--- src/verilog/vsss_regs.svh ---
// Purpose: constants for the valley-skip and soft-start core
// Assumes: 25 MHz clock, 40 ns period
// Notes: times in microseconds, counts derived from them
`ifndef VSSS_REGS_SVH
`define VSSS_REGS_SVH

`define VSSS_CLK_KHZ 25000
`define VSSS_UPD_US 48000
`define VSSS_UPD_CYC ((`VSSS_UPD_US * `VSSS_CLK_KHZ) / 1000)
`define VSSS_SS_US 12000
`define VSSS_SS_STEPS 4
`define VSSS_SS_STEP_CYC \
    ((`VSSS_SS_US * `VSSS_CLK_KHZ) / (1000 * `VSSS_SS_STEPS))
`define VSSS_UD_MIN 3'h1
`define VSSS_UD_MAX 3'h7
`define VSSS_UD_RST 3'h1
`define VSSS_ZC_MAX 3'h7
// Current limit codes, millivolts: 0.32 V start, 1 V final
`define VSSS_LIM_MV0 10'h140
`define VSSS_LIM_MV1 10'h1F0
`define VSSS_LIM_MV2 10'h2A0
`define VSSS_LIM_MV3 10'h350
`define VSSS_LIM_FINAL 10'h3E8

`endif

--- src/verilog/vsss_pkg.sv ---
// Purpose: types for the valley-skip and soft-start core
// Assumes: nothing
// Notes: soft-start states in Gray order
package vsss_pkg;
    typedef enum logic [2:0] {
        VSSS_SS_OFF = 3'h0,
        VSSS_SS_ST0 = 3'h1,
        VSSS_SS_ST1 = 3'h3,
        VSSS_SS_ST2 = 3'h2,
        VSSS_SS_ST3 = 3'h6,
        VSSS_SS_DONE = 3'h7
    } vsss_ss_t;

    typedef struct packed {
        logic above_low;
        logic above_high;
        logic above_reset;
    } vsss_fb_t;
endpackage

--- src/verilog/vsss_ctrl.sv ---
// Purpose: digital control core of a quasi-resonant flyback controller
// Assumes: comparator inputs asynchronous; 25 MHz clock
// Notes: analog thresholds and timers live outside
`timescale 1ns/1ps
`include "vsss_regs.svh"

module vsss_ctrl #(
    parameter int UPD_CYC = `VSSS_UPD_CYC,
    parameter int SS_STEP_CYC = `VSSS_SS_STEP_CYC
) (
    input wire logic clk,
    input wire logic rstn,
    input wire logic supply_on,
    input wire logic zero_cross_input,
    input wire logic fb_above_low,
    input wire logic fb_above_high,
    input wire logic fb_above_reset,
    input wire logic cs_trip,
    input wire logic ring_supp_done,
    input wire logic max_off_interval,
    input wire logic line_high,
    input wire logic [9:0] ext_limit_mv,
    output logic startup_charge_en,
    output logic gate_drive,
    output logic [9:0] cs_limit_mv,
    output logic [2:0] skip_count,
    output logic [2:0] zc_count,
    output logic softstart_active,
    output logic hold_thr_sel
);

    // ==========================================
    // Input synchronisers
    // ==========================================
    localparam int NSYNC = 9;
    logic [NSYNC-1:0] raw_in;
    logic [NSYNC-1:0] sync1_q;
    logic [NSYNC-1:0] sync2_q;

    assign raw_in = {supply_on, zero_cross_input, fb_above_low,
                     fb_above_high, fb_above_reset, cs_trip,
                     ring_supp_done, max_off_interval, line_high};

    genvar gi;
    generate
        for (gi = 0; gi < NSYNC; gi++) begin : g_sync
            always_ff @(posedge clk or negedge rstn) begin
                if (!rstn) begin
                    sync1_q[gi] <= 1'b0;
                    sync2_q[gi] <= 1'b0;
                end else begin
                    sync1_q[gi] <= raw_in[gi];
                    sync2_q[gi] <= sync1_q[gi];
                end
            end
        end
    endgenerate

    logic s_supply;
    logic s_zc;
    vsss_pkg::vsss_fb_t s_fb;
    logic s_cs;
    logic s_ring;
    logic s_maxoff;
    logic s_line;

    assign s_supply = sync2_q[8];
    assign s_zc = sync2_q[7];
    assign s_fb.above_low = sync2_q[6];
    assign s_fb.above_high = sync2_q[5];
    assign s_fb.above_reset = sync2_q[4];
    assign s_cs = sync2_q[3];
    assign s_ring = sync2_q[2];
    assign s_maxoff = sync2_q[1];
    assign s_line = sync2_q[0];

    // ==========================================
    // Start-up and soft-start
    // ==========================================
    vsss_pkg::vsss_ss_t ss_q;
    logic [31:0] ss_cnt_q;
    logic ss_tick;
    logic running;
    logic ss_cnt_clr;

    assign ss_tick = (ss_cnt_q == 32'(SS_STEP_CYC - 1));
    assign running = (ss_q != vsss_pkg::VSSS_SS_OFF);
    assign ss_cnt_clr = !s_supply || ss_tick ||
                        (ss_q == vsss_pkg::VSSS_SS_DONE);

    always_ff @(posedge clk or negedge rstn) begin
        if (!rstn) begin
            ss_q <= vsss_pkg::VSSS_SS_OFF;
        end else if (!s_supply) begin
            ss_q <= vsss_pkg::VSSS_SS_OFF;
        end else begin
            case (ss_q)
                vsss_pkg::VSSS_SS_OFF: ss_q <= vsss_pkg::VSSS_SS_ST0;
                vsss_pkg::VSSS_SS_ST0:
                    if (ss_tick) ss_q <= vsss_pkg::VSSS_SS_ST1;
                vsss_pkg::VSSS_SS_ST1:
                    if (ss_tick) ss_q <= vsss_pkg::VSSS_SS_ST2;
                vsss_pkg::VSSS_SS_ST2:
                    if (ss_tick) ss_q <= vsss_pkg::VSSS_SS_ST3;
                vsss_pkg::VSSS_SS_ST3:
                    if (ss_tick) ss_q <= vsss_pkg::VSSS_SS_DONE;
                vsss_pkg::VSSS_SS_DONE: ss_q <= vsss_pkg::VSSS_SS_DONE;
                default: ss_q <= vsss_pkg::VSSS_SS_OFF;
            endcase
        end
    end

    always_ff @(posedge clk or negedge rstn) begin
        if (!rstn) begin
            ss_cnt_q <= 32'h0;
        end else if (ss_cnt_clr) begin
            ss_cnt_q <= 32'h0;
        end else if (running) begin
            ss_cnt_q <= ss_cnt_q + 32'h1;
        end
    end

    always_ff @(posedge clk or negedge rstn) begin
        if (!rstn) begin
            startup_charge_en <= 1'b1;
        end else begin
            startup_charge_en <= !running;
        end
    end

    // ==========================================
    // Current limit and status outputs
    // ==========================================
    function automatic logic [9:0] step_limit(input vsss_pkg::vsss_ss_t s);
        case (s)
            vsss_pkg::VSSS_SS_ST0: step_limit = `VSSS_LIM_MV0;
            vsss_pkg::VSSS_SS_ST1: step_limit = `VSSS_LIM_MV1;
            vsss_pkg::VSSS_SS_ST2: step_limit = `VSSS_LIM_MV2;
            vsss_pkg::VSSS_SS_ST3: step_limit = `VSSS_LIM_MV3;
            vsss_pkg::VSSS_SS_DONE: step_limit = `VSSS_LIM_FINAL;
            default: step_limit = `VSSS_LIM_MV0;
        endcase
    endfunction

    logic [9:0] lim_d;
    assign lim_d = step_limit(ss_q);

    always_ff @(posedge clk or negedge rstn) begin
        if (!rstn) begin
            cs_limit_mv <= `VSSS_LIM_MV0;
        end else begin
            cs_limit_mv <= (ext_limit_mv < lim_d) ? ext_limit_mv : lim_d;
        end
    end

    always_ff @(posedge clk or negedge rstn) begin
        if (!rstn) begin
            softstart_active <= 1'b0;
        end else begin
            softstart_active <= running && ss_q != vsss_pkg::VSSS_SS_DONE;
        end
    end

    always_ff @(posedge clk or negedge rstn) begin
        if (!rstn) begin
            hold_thr_sel <= 1'b0;
        end else begin
            hold_thr_sel <= s_line;
        end
    end

    // ==========================================
    // Update period timer
    // ==========================================
    logic [31:0] upd_cnt_q;
    logic upd_tick;
    vsss_pkg::vsss_fb_t seen_q;
    vsss_pkg::vsss_fb_t seen_now;

    assign upd_tick = running && (upd_cnt_q == 32'(UPD_CYC - 1));
    assign seen_now = seen_q | s_fb;

    always_ff @(posedge clk or negedge rstn) begin
        if (!rstn) begin
            upd_cnt_q <= 32'h0;
        end else if (!running || upd_tick) begin
            upd_cnt_q <= 32'h0;
        end else begin
            upd_cnt_q <= upd_cnt_q + 32'h1;
        end
    end

    // ==========================================
    // Sticky feedback flags
    // ==========================================
    // sticky flags, cleared each period
    always_ff @(posedge clk or negedge rstn) begin
        if (!rstn) begin
            seen_q <= '0;
        end else if (!running || upd_tick) begin
            seen_q <= '0;
        end else begin
            seen_q <= seen_now;
        end
    end

    // ==========================================
    // Counter decision
    // ==========================================
    always_ff @(posedge clk or negedge rstn) begin
        if (!rstn) begin
            skip_count <= `VSSS_UD_RST;
        end else if (!running) begin
            skip_count <= `VSSS_UD_RST;
        end else if (upd_tick) begin
            if (seen_now.above_reset) begin
                skip_count <= `VSSS_UD_MIN;
            end else if (seen_now.above_high) begin
                if (skip_count > `VSSS_UD_MIN)
                    skip_count <= skip_count - 3'h1;
            end else if (!seen_now.above_low) begin
                if (skip_count < `VSSS_UD_MAX)
                    skip_count <= skip_count + 3'h1;
            end
        end
    end

    // ==========================================
    // Zero-crossing edge detect and count
    // ==========================================
    logic zc_prev_q;
    logic zc_fall;

    always_ff @(posedge clk or negedge rstn) begin
        if (!rstn) begin
            zc_prev_q <= 1'b0;
        end else begin
            zc_prev_q <= s_zc;
        end
    end

    assign zc_fall = zc_prev_q && !s_zc;

    always_ff @(posedge clk or negedge rstn) begin
        if (!rstn) begin
            zc_count <= 3'h0;
        end else if (gate_drive) begin
            zc_count <= 3'h0;
        end else if (zc_fall && zc_count < `VSSS_ZC_MAX) begin
            zc_count <= zc_count + 3'h1;
        end
    end

    // ==========================================
    // Gate drive
    // ==========================================
    logic turn_on;
    logic turn_off;
    logic valley_ok;

    assign valley_ok = s_ring && (zc_count >= skip_count);
    assign turn_on = running && !gate_drive && (valley_ok || s_maxoff);
    assign turn_off = gate_drive && s_cs;

    always_ff @(posedge clk or negedge rstn) begin
        if (!rstn) begin
            gate_drive <= 1'b0;
        end else if (!running || turn_off) begin
            gate_drive <= 1'b0;
        end else if (turn_on) begin
            gate_drive <= 1'b1;
        end
    end

endmodule // vsss_ctrl

--- config.mk ---
export PLATFORM = sky130hd
export DESIGN_NAME = vsss_ctrl
export DESIGN_NICKNAME = d
export VERILOG_FILES = /design/src/verilog/vsss_pkg.sv /design/src/verilog/vsss_ctrl.sv
export VERILOG_INCLUDE_DIRS = /design/src /design/src/verilog
export SDC_FILE = /design/constraint.sdc
export NUM_CORES = 1
export LEC_CHECK = 0
export BUFFER_PORTS_ARGS = -buffer_cell sky130_fd_sc_hd__buf_4
export CAP_MARGIN = 10
export CORE_ASPECT_RATIO = 0.75
export CORE_MARGIN = 4
export CORE_UTILIZATION = 25
export DETAILED_ROUTE_END_ITERATION = 8
export PLACE_DENSITY = 0.46
export SLEW_MARGIN = 20
export SYNTH_ARGS = -nofsm -noshare
export SYNTH_HDL_FRONTEND = slang
export SYNTH_SLANG_ARGS = --single-unit
--- constraint.sdc ---
create_clock -name clk -period 7.26 [get_ports clk]
set_input_delay 1.089 -clock clk [delete_from_list [all_inputs] [get_ports clk]]
set_output_delay 1.089 -clock clk [all_outputs]
set_load 0.02 [all_outputs]
==> results of run 1 <==
[per-layer routing]
metal  track usage, %  wire length (um)
met5                0                 0
met4            3.855               195
met3            2.867               514
met2            14.27              4691
met1            14.91              5731
[worst max-delay path: stages (launching register included)]
cell and delay [ns]:
dfrtp_1 0.55, or3_1 0.51, inv_1 0.39, or4_1 0.71, nor3_1 0.27, xnor2_1 0.15, nor2_1 0.05
[per-stage QoR]
stage / cell area, sq um / power (mW) / hold slack, ns
3_3_place_gp: 5692 / 0.7286 / 0.3338
4_1_cts: 5995 / 1.258 / 0.3530
5_1_grt: 5998 / 1.293 / 0.3633
2_1_floorplan: 5117 / 0.6882 / 0.3312
3_5_place_dp: 5692 / 0.7313 / 0.3358
6_report: 5998 / 1.231 / 0.3541
[cell type report]
| type | instances | share of cell area, % |
|---|---|---|
| repair buffers | 44 | 5.569 |
| multi-input cells | 362 | 37.38 |
| clock inverters | 7 | 1.293 |
| clock buffers | 9 | 3.755 |
| inverters | 17 | 1.064 |
| flip-flops and latches | 109 | 45.56 |
| well taps | 258 | 5.382 |
[placed cells by master, fill, tap and decap left out, types with 5 or more instances in the layout]
| cell type | instances |
|---|---|
| dfrtp_1 | 105 |
| nor2_1 | 91 |
| buf_4 | 43 |
| xor2_1 | 38 |
| nand2_1 | 32 |
| nand3_1 | 32 |
| nand4_1 | 29 |
| xnor2_1 | 20 |
| inv_1 | 17 |
| nor4_1 | 12 |
| ha_1 | 12 |
| a21oi_1 | 9 |
| and3_1 | 9 |
| nor3_1 | 9 |
| clkbuf_16 | 9 |
| mux2i_1 | 6 |
| nand2b_1 | 5 |
| and2_1 | 5 |
| mux2_2 | 5 |
[registers in the layout, indices dropped and copies added (netlist names), 3 cells and up]
register	cells
cs_limit_mv	10
s_fb	3
ss_cnt_q	32
zc_count	3
seen_q	3
skip_count	3
upd_cnt_q	32
ss_q	3
sync1_q	9
[cells by family (layout without fill, tap and decap cells)]
family / Yosys count / after routing / synth area share [%]
mux: 11 / 11 / 2.274
simple gates: 247 / 247 / 24.03
xor+xnor: 58 / 58 / 9.927
fa+ha+maj: 12 / 12 / 2.934
buf+inv: 32 / 77 / 2.787
compound gates: 34 / 34 / 4.646
flops: 109 / 109 / 53.40
[worst max-delay path by stage]
stage / end / startpoint
2_1_floorplan: cs_limit_mv[3] / ext_limit_mv[7]
3_3_place_gp: cs_limit_mv[5] / ext_limit_mv[7]
3_5_place_dp: cs_limit_mv[7] / ext_limit_mv[7]
4_1_cts: ss_cnt_q[18] / ss_q[1]
5_1_grt: ss_cnt_q[13] / ss_cnt_q[20]
6_report: ss_cnt_q[18] / ss_q[1]
[power by group through the flow]
stage	clock (mW)	combinational, mW	sequential (mW)
floorplan	0	0.0359	0.652
global placement	0	0.0825	0.646
detailed placement	0	0.0841	0.647
CTS	0.539	0.0844	0.635
global route	0.561	0.0944	0.638
finish	0.515	0.0817	0.635
==> summary.txt, run 1 <==
Route
  – Routed WL: 11130 um
  – Vias/cell: 4.599
  – Wire per inst: between 10 and 15 um
  – Vias: 3707
  – TritonRoute pass-1 iters: 5
  – Drc violations: 0
  – Initial drt markers: 310
  – Post-DRT Antenna Nets: 0

Clock network
  – CTS Buffer Depth: 2
  – Sink Count: 109
  – CTS Hold Bufs: 0
  – Post-CTS sizing: 0
  – Total CTS buffers: 9
  – CTS tree: built
  – # Post-CTS Setup Buffers: 0
  – Clk slew on worst S/H paths: ~0.08 ns
  – Clk Latency, worst-skew pair: 0.36 ns
  – H-tree depth: 3
  – Root Buffer: clkbuf_16

Floorplanning
  – Initial Util: 25.39%
  – Core area: 0.02016 sq mm
  – # IOs: 41
  – Die Y: 131.9 um
  – Die width: 173.2 um
  – Total die area: approximately 0.023 sq mm
  – FP Rows: 45

Synth
  – Synth top cells by count: dfrtp_1, nor2_1, xor2_1
  – Top cells by area, synth: dfrtp_1, nor2_1, xor2_1, nand4_1, xnor2_1
  – Synth Area per Inst: between 10 and 15 sq um
  – Post-synthesis sequential area ratio: a little over half
  – Top cell type's share of synthesized area: 51.34%
  – Syn Std Cell Area: 0.005117 sq mm
  – Synthesized Nets: 536
  – Most used flip-flop cell after synthesis: dfrtp_1
  – Count leader, synth: dfrtp_1
  – Synth warnings: 0
  – Synth async-reset ratio: 100.0%
  – Post-synth EDFFs: 0
  – Netlist cell types: 52
  – FF+latch count, synth: 109
  – Mapped Cells: 503
  – Post-synth top area cell: dfrtp_1

Timing
  – Unrepaired setup endpoints after global routing: no
  – Slew HR: 37.47%
  – Crit share post-route: 38.29%
  – Setup Skew: slightly above 0.007 ns
  – Worst-Margin Slew: 0.9293 ns
  – Post-route setup slack: 4.480 ns
  – Setup tns final: 0 ns
  – Hold Fails Final Rpt: 0
  – Fin. max-slew vios: 0
  – Top achievable clock speed: 359.8 MHz
  – Final min period: 2.780 ns
  – Final setup viols: 0

Worst setup path
  – Data arrival, critical path: 3.00 ns
  – Worst path required time: 7.48 ns
  – Kind of critical path: flip-flop to flip-flop
  – R2R Path Start: ss_q[1]
  – Crit. End Element: flip-flop
  – Worst R2R Setup Slack: 4.48 ns
  – Worst Path Max Fanout: 13
  – Reg-to-Reg End: ss_cnt_q[18]
  – Critical Path Start Type: flip-flop
  – Reg2Reg Depth: 6

Global routing
  – First-pass GRT wire length: 18980 um
  – Vias in the first global route: 3697
  – Tot GR Track Use: 10.20%
  – Global route overflow: 0
  – Antenna violations before repair: 0
  – Largest net degree at the start of global routing: 84

Power and ir drop
  – Combinational Power Share: 6.6%
  – Clock Power Share: about two fifths
  – Switching Share: 24.57%
  – Cell Int Power: 0.9287 mW
  – Leak: 2.580 nW
  – Worst VDD drop: 0.00009990 V
  – Pwr dens: 205.2 mW/mm^2
  – Sequential share of power: 51.6%
  – NetSw: 0.3025 mW

Layout
  – Final core utilization: 29.76%
  – Final nets: 576
  – Multi-input logic area: about 0.0022 sq mm
  – ANT cells: 0
  – Layout cell share with drive strength beyond 1: roughly 14%
  – Area delta synth->final: 17.21%
  – Register area: 0.002733 sq mm
  – FILL cells: 2121
  – Cell Count, Final, Fillers Out: 806

Placed design
  – Placed Instances: 790
  – Detailed placement HPWL: 7637 um
  – # port buffers: 40
  – Setup slack at placement: 4.232 ns
  – Placer congestion estimate: 0.8101

Run
  – # Max-Cap Violations: 0

Run status
  – Status: complete, no violations

Worst hold path
  – Hold path startpoint: sync1_q[0]
  – Worst Hold Class: flip-flop to flip-flop
  – WHS Path Cells: 0
  – Worst hold endpoint: s_line
Power figures use the tool's default switching activity.
==> run 2, diff against run 1 <==
clock period = 2.65 ns   (was 7.26 ns; I/O delays follow)
==> run 2 against run 1 <==
Effect of this change: maximum frequency is 10% higher; sequential power grew to 2.7 times the previous value; global-route usage is 0.082 points lower; routed wire length is 0.11% higher; non-clock buffer count is 12 higher; final area is 1.6% higher; die area stayed put; first-iteration DRC count is 23% lower; critical path depth is 1 lower; via count is 1.5% higher.
==> summary.txt, run 2 (synthesis gave the netlist of run 1 again) <==
Run status
  – Status: complete, no violations

Worst setup path
  – Worst path slowest cell: or4_4
  – CP dominant cell by count: or4_1
  – Critical Path Start Type: flip-flop
  – Crit. End Element: flip-flop
  – Largest delay share family, worst path: simple AND/OR/NAND/NOR gates
  – Worst path required time: 2.88 ns
  – Data arrival, critical path: 2.75 ns
  – Worst Path Max Fanout: 33
  – Slowest stage delay, CP: 0.58 ns
  – CP Buf/Inv Count: 0
  – Kind of critical path: flip-flop to flip-flop
  – Cell Chain, Critical Path: or4_1 > or4_1 > or4_4 > nand2_4 > nor2_1

Power and ir drop
  – Cell Int Power: 2.470 mW
  – Clock Power Share: 40.3%
  – Sequential share of power: 52.5%
  – Leak: 2.645 nW
  – Switching Share: 25.37%
  – Pwr dens: 543.0 mW/mm^2
  – NetSw: 0.8397 mW
  – Worst VDD drop: 0.0002304 V
  – Combinational Power Share: around 7%

Layout
  – Cell Count, Final, Fillers Out: roughly 820
  – Most frequent cells in the layout: dfrtp_1, nor2_1, buf_4
  – Area delta synth->final: 19.10%
  – ANT cells: 0
  – Biggest regs: ss_cnt_q: 32 flops, upd_cnt_q: 32 flops, cs_limit_mv: 10 flops
  – Final core utilization: 30.24%
  – Most common cell after layout, fill and taps aside: dfrtp_1
  – Final nets: 588
  – Fin area: 0.006095 sq mm
  – Layout cell share with drive strength beyond 1: around 16%

Global routing
  – First-pass GRT wire length: roughly 19000 um
  – Global route overflow: 0
  – Largest net degree at the start of global routing: 54
  – Tot GR Track Use: 10.12%
  – Vias in the first global route: around 3600
  – Antenna violations before repair: 0

Placed design
  – Post-DP Area: 0.005799 sq mm
  – # port buffers: 40
  – Setup slack at placement: ~0.13 ns
  – Placer congestion estimate: 0.7796
  – Placed Instances: 801
  – Detailed placement HPWL: 7586 um

Timing
  – Fin. max-slew vios: 0
  – Unrepaired setup endpoints after global routing: no
  – Setup Skew: 0.01032 ns
  – Final setup viols: 0
  – Setup tns final: 0 ns
  – Post-route setup slack: 0.1284 ns
  – Hold Fails Final Rpt: 0
  – Worst-Margin Slew: 0.6206 ns
  – Crit share post-route: roughly 95%
  – Top achievable clock speed: 396.6 MHz
  – Slew HR: 58.31%
  – Final min period: approximately 2.5 ns

Route
  – Initial drt markers: 238
  – Vias: 3763
  – Highest routed layer: met4
  – Met3 WL: roughly 500 um
  – Wire per inst: roughly 14 um
  – Drc violations: 0
  – Post-Route M1 WL: between 5000 and 6000 um
  – Post-DRT Antenna Nets: 0
  – Routed WL: around 11000 um
  – Routed wl met2: 4862 um
  – TritonRoute pass-1 iters: 5
  – Vias/cell: about 4.6

Floorplanning
  – Die width: 173.2 um
  – Initial Util: 25.39%
  – # IOs: slightly above 40
  – Total die area: between 0.02 and 0.025 sq mm
  – FP Rows: between 40 and 50
  – Core area: 0.02016 sq mm
  – Die Y: 131.9 um

Clock network
  – CTS tree: built
  – Total CTS buffers: 9
  – Clk slew on worst S/H paths: 0.08 ns
  – Root Buffer: clkbuf_16
  – # Post-CTS Setup Buffers: 0
  – Sink Count: 109
  – Post-CTS sizing: 0
  – H-tree depth: 3
  – Clk Latency, worst-skew pair: 0.36 ns
  – CTS Buffer Depth: 2
  – CTS Hold Bufs: 1

Worst hold path
  – Worst Hold Class: input port to flip-flop

Run
  – # Max-Cap Violations: 0
## run 2: changes by cell type in the layout (fill, tap and decap cells not counted), sizes merged
cell,before,now
buf,44,55
bufinv,1,0
clkinvlp,1,0
dlygate4sd3,0,1
inv,21,23
## run 2: area by class of cell
| type | count | area (sq um) |
|---|---|---|
| clock buffer | 9 | 225.2 |
| multi-input combinational | 362 | 2242 |
| sequential | 109 | 2733 |
| fill | 2082 | 14060 |
| timing repair buffer | 56 | 447.9 |
| inverter | 17 | 63.81 |
| clock inverter | 7 | 60.06 |
| tap | 258 | 322.8 |
## run 2: per-stage QoR
step	total power [mW]	hold WS (ns)
2_1_floorplan	1.885	0.1019
3_3_place_gp	2.010	0.3325
3_5_place_dp	2.015	0.3358
4_1_cts	3.398	0.1201
5_1_grt	3.487	0.1149
6_report	3.310	0.1434
## run 2: per-layer routing
metal  track usage [%]  up-vias
li1                  -     1843
met1             14.49     1829
met2             14.77       79
met3             2.494       12
met4             3.855        0
met5                 0        -
## run 2: final timing paths
check / start / to / slack [ns] / cells after the start
min in group asynchronous: rstn / cs_limit_mv[9] / 0.54 / 2
max reg2reg: upd_cnt_q[16] / upd_cnt_q[9] / 0.13 / 5
min reg2reg: sync1_q[5] / s_fb[1] / 0.35 / 0
max in group asynchronous: rstn / ss_cnt_q[20] / 1.39 / 3
min: fb_above_low / sync1_q[6] / 0.14 / 1
max: upd_cnt_q[16] / upd_cnt_q[9] / 0.13 / 5
## run 2: power by group through the flow
stage / combinational (mW) / sequential (mW) / clock, mW
after global placement: 0.242 / 1.77 / 0
final: 0.238 / 1.74 / 1.33
after CTS: 0.246 / 1.74 / 1.41
after floorplan: 0.0983 / 1.79 / 0
after global routing: 0.271 / 1.74 / 1.47
after detailed placement: 0.245 / 1.77 / 0
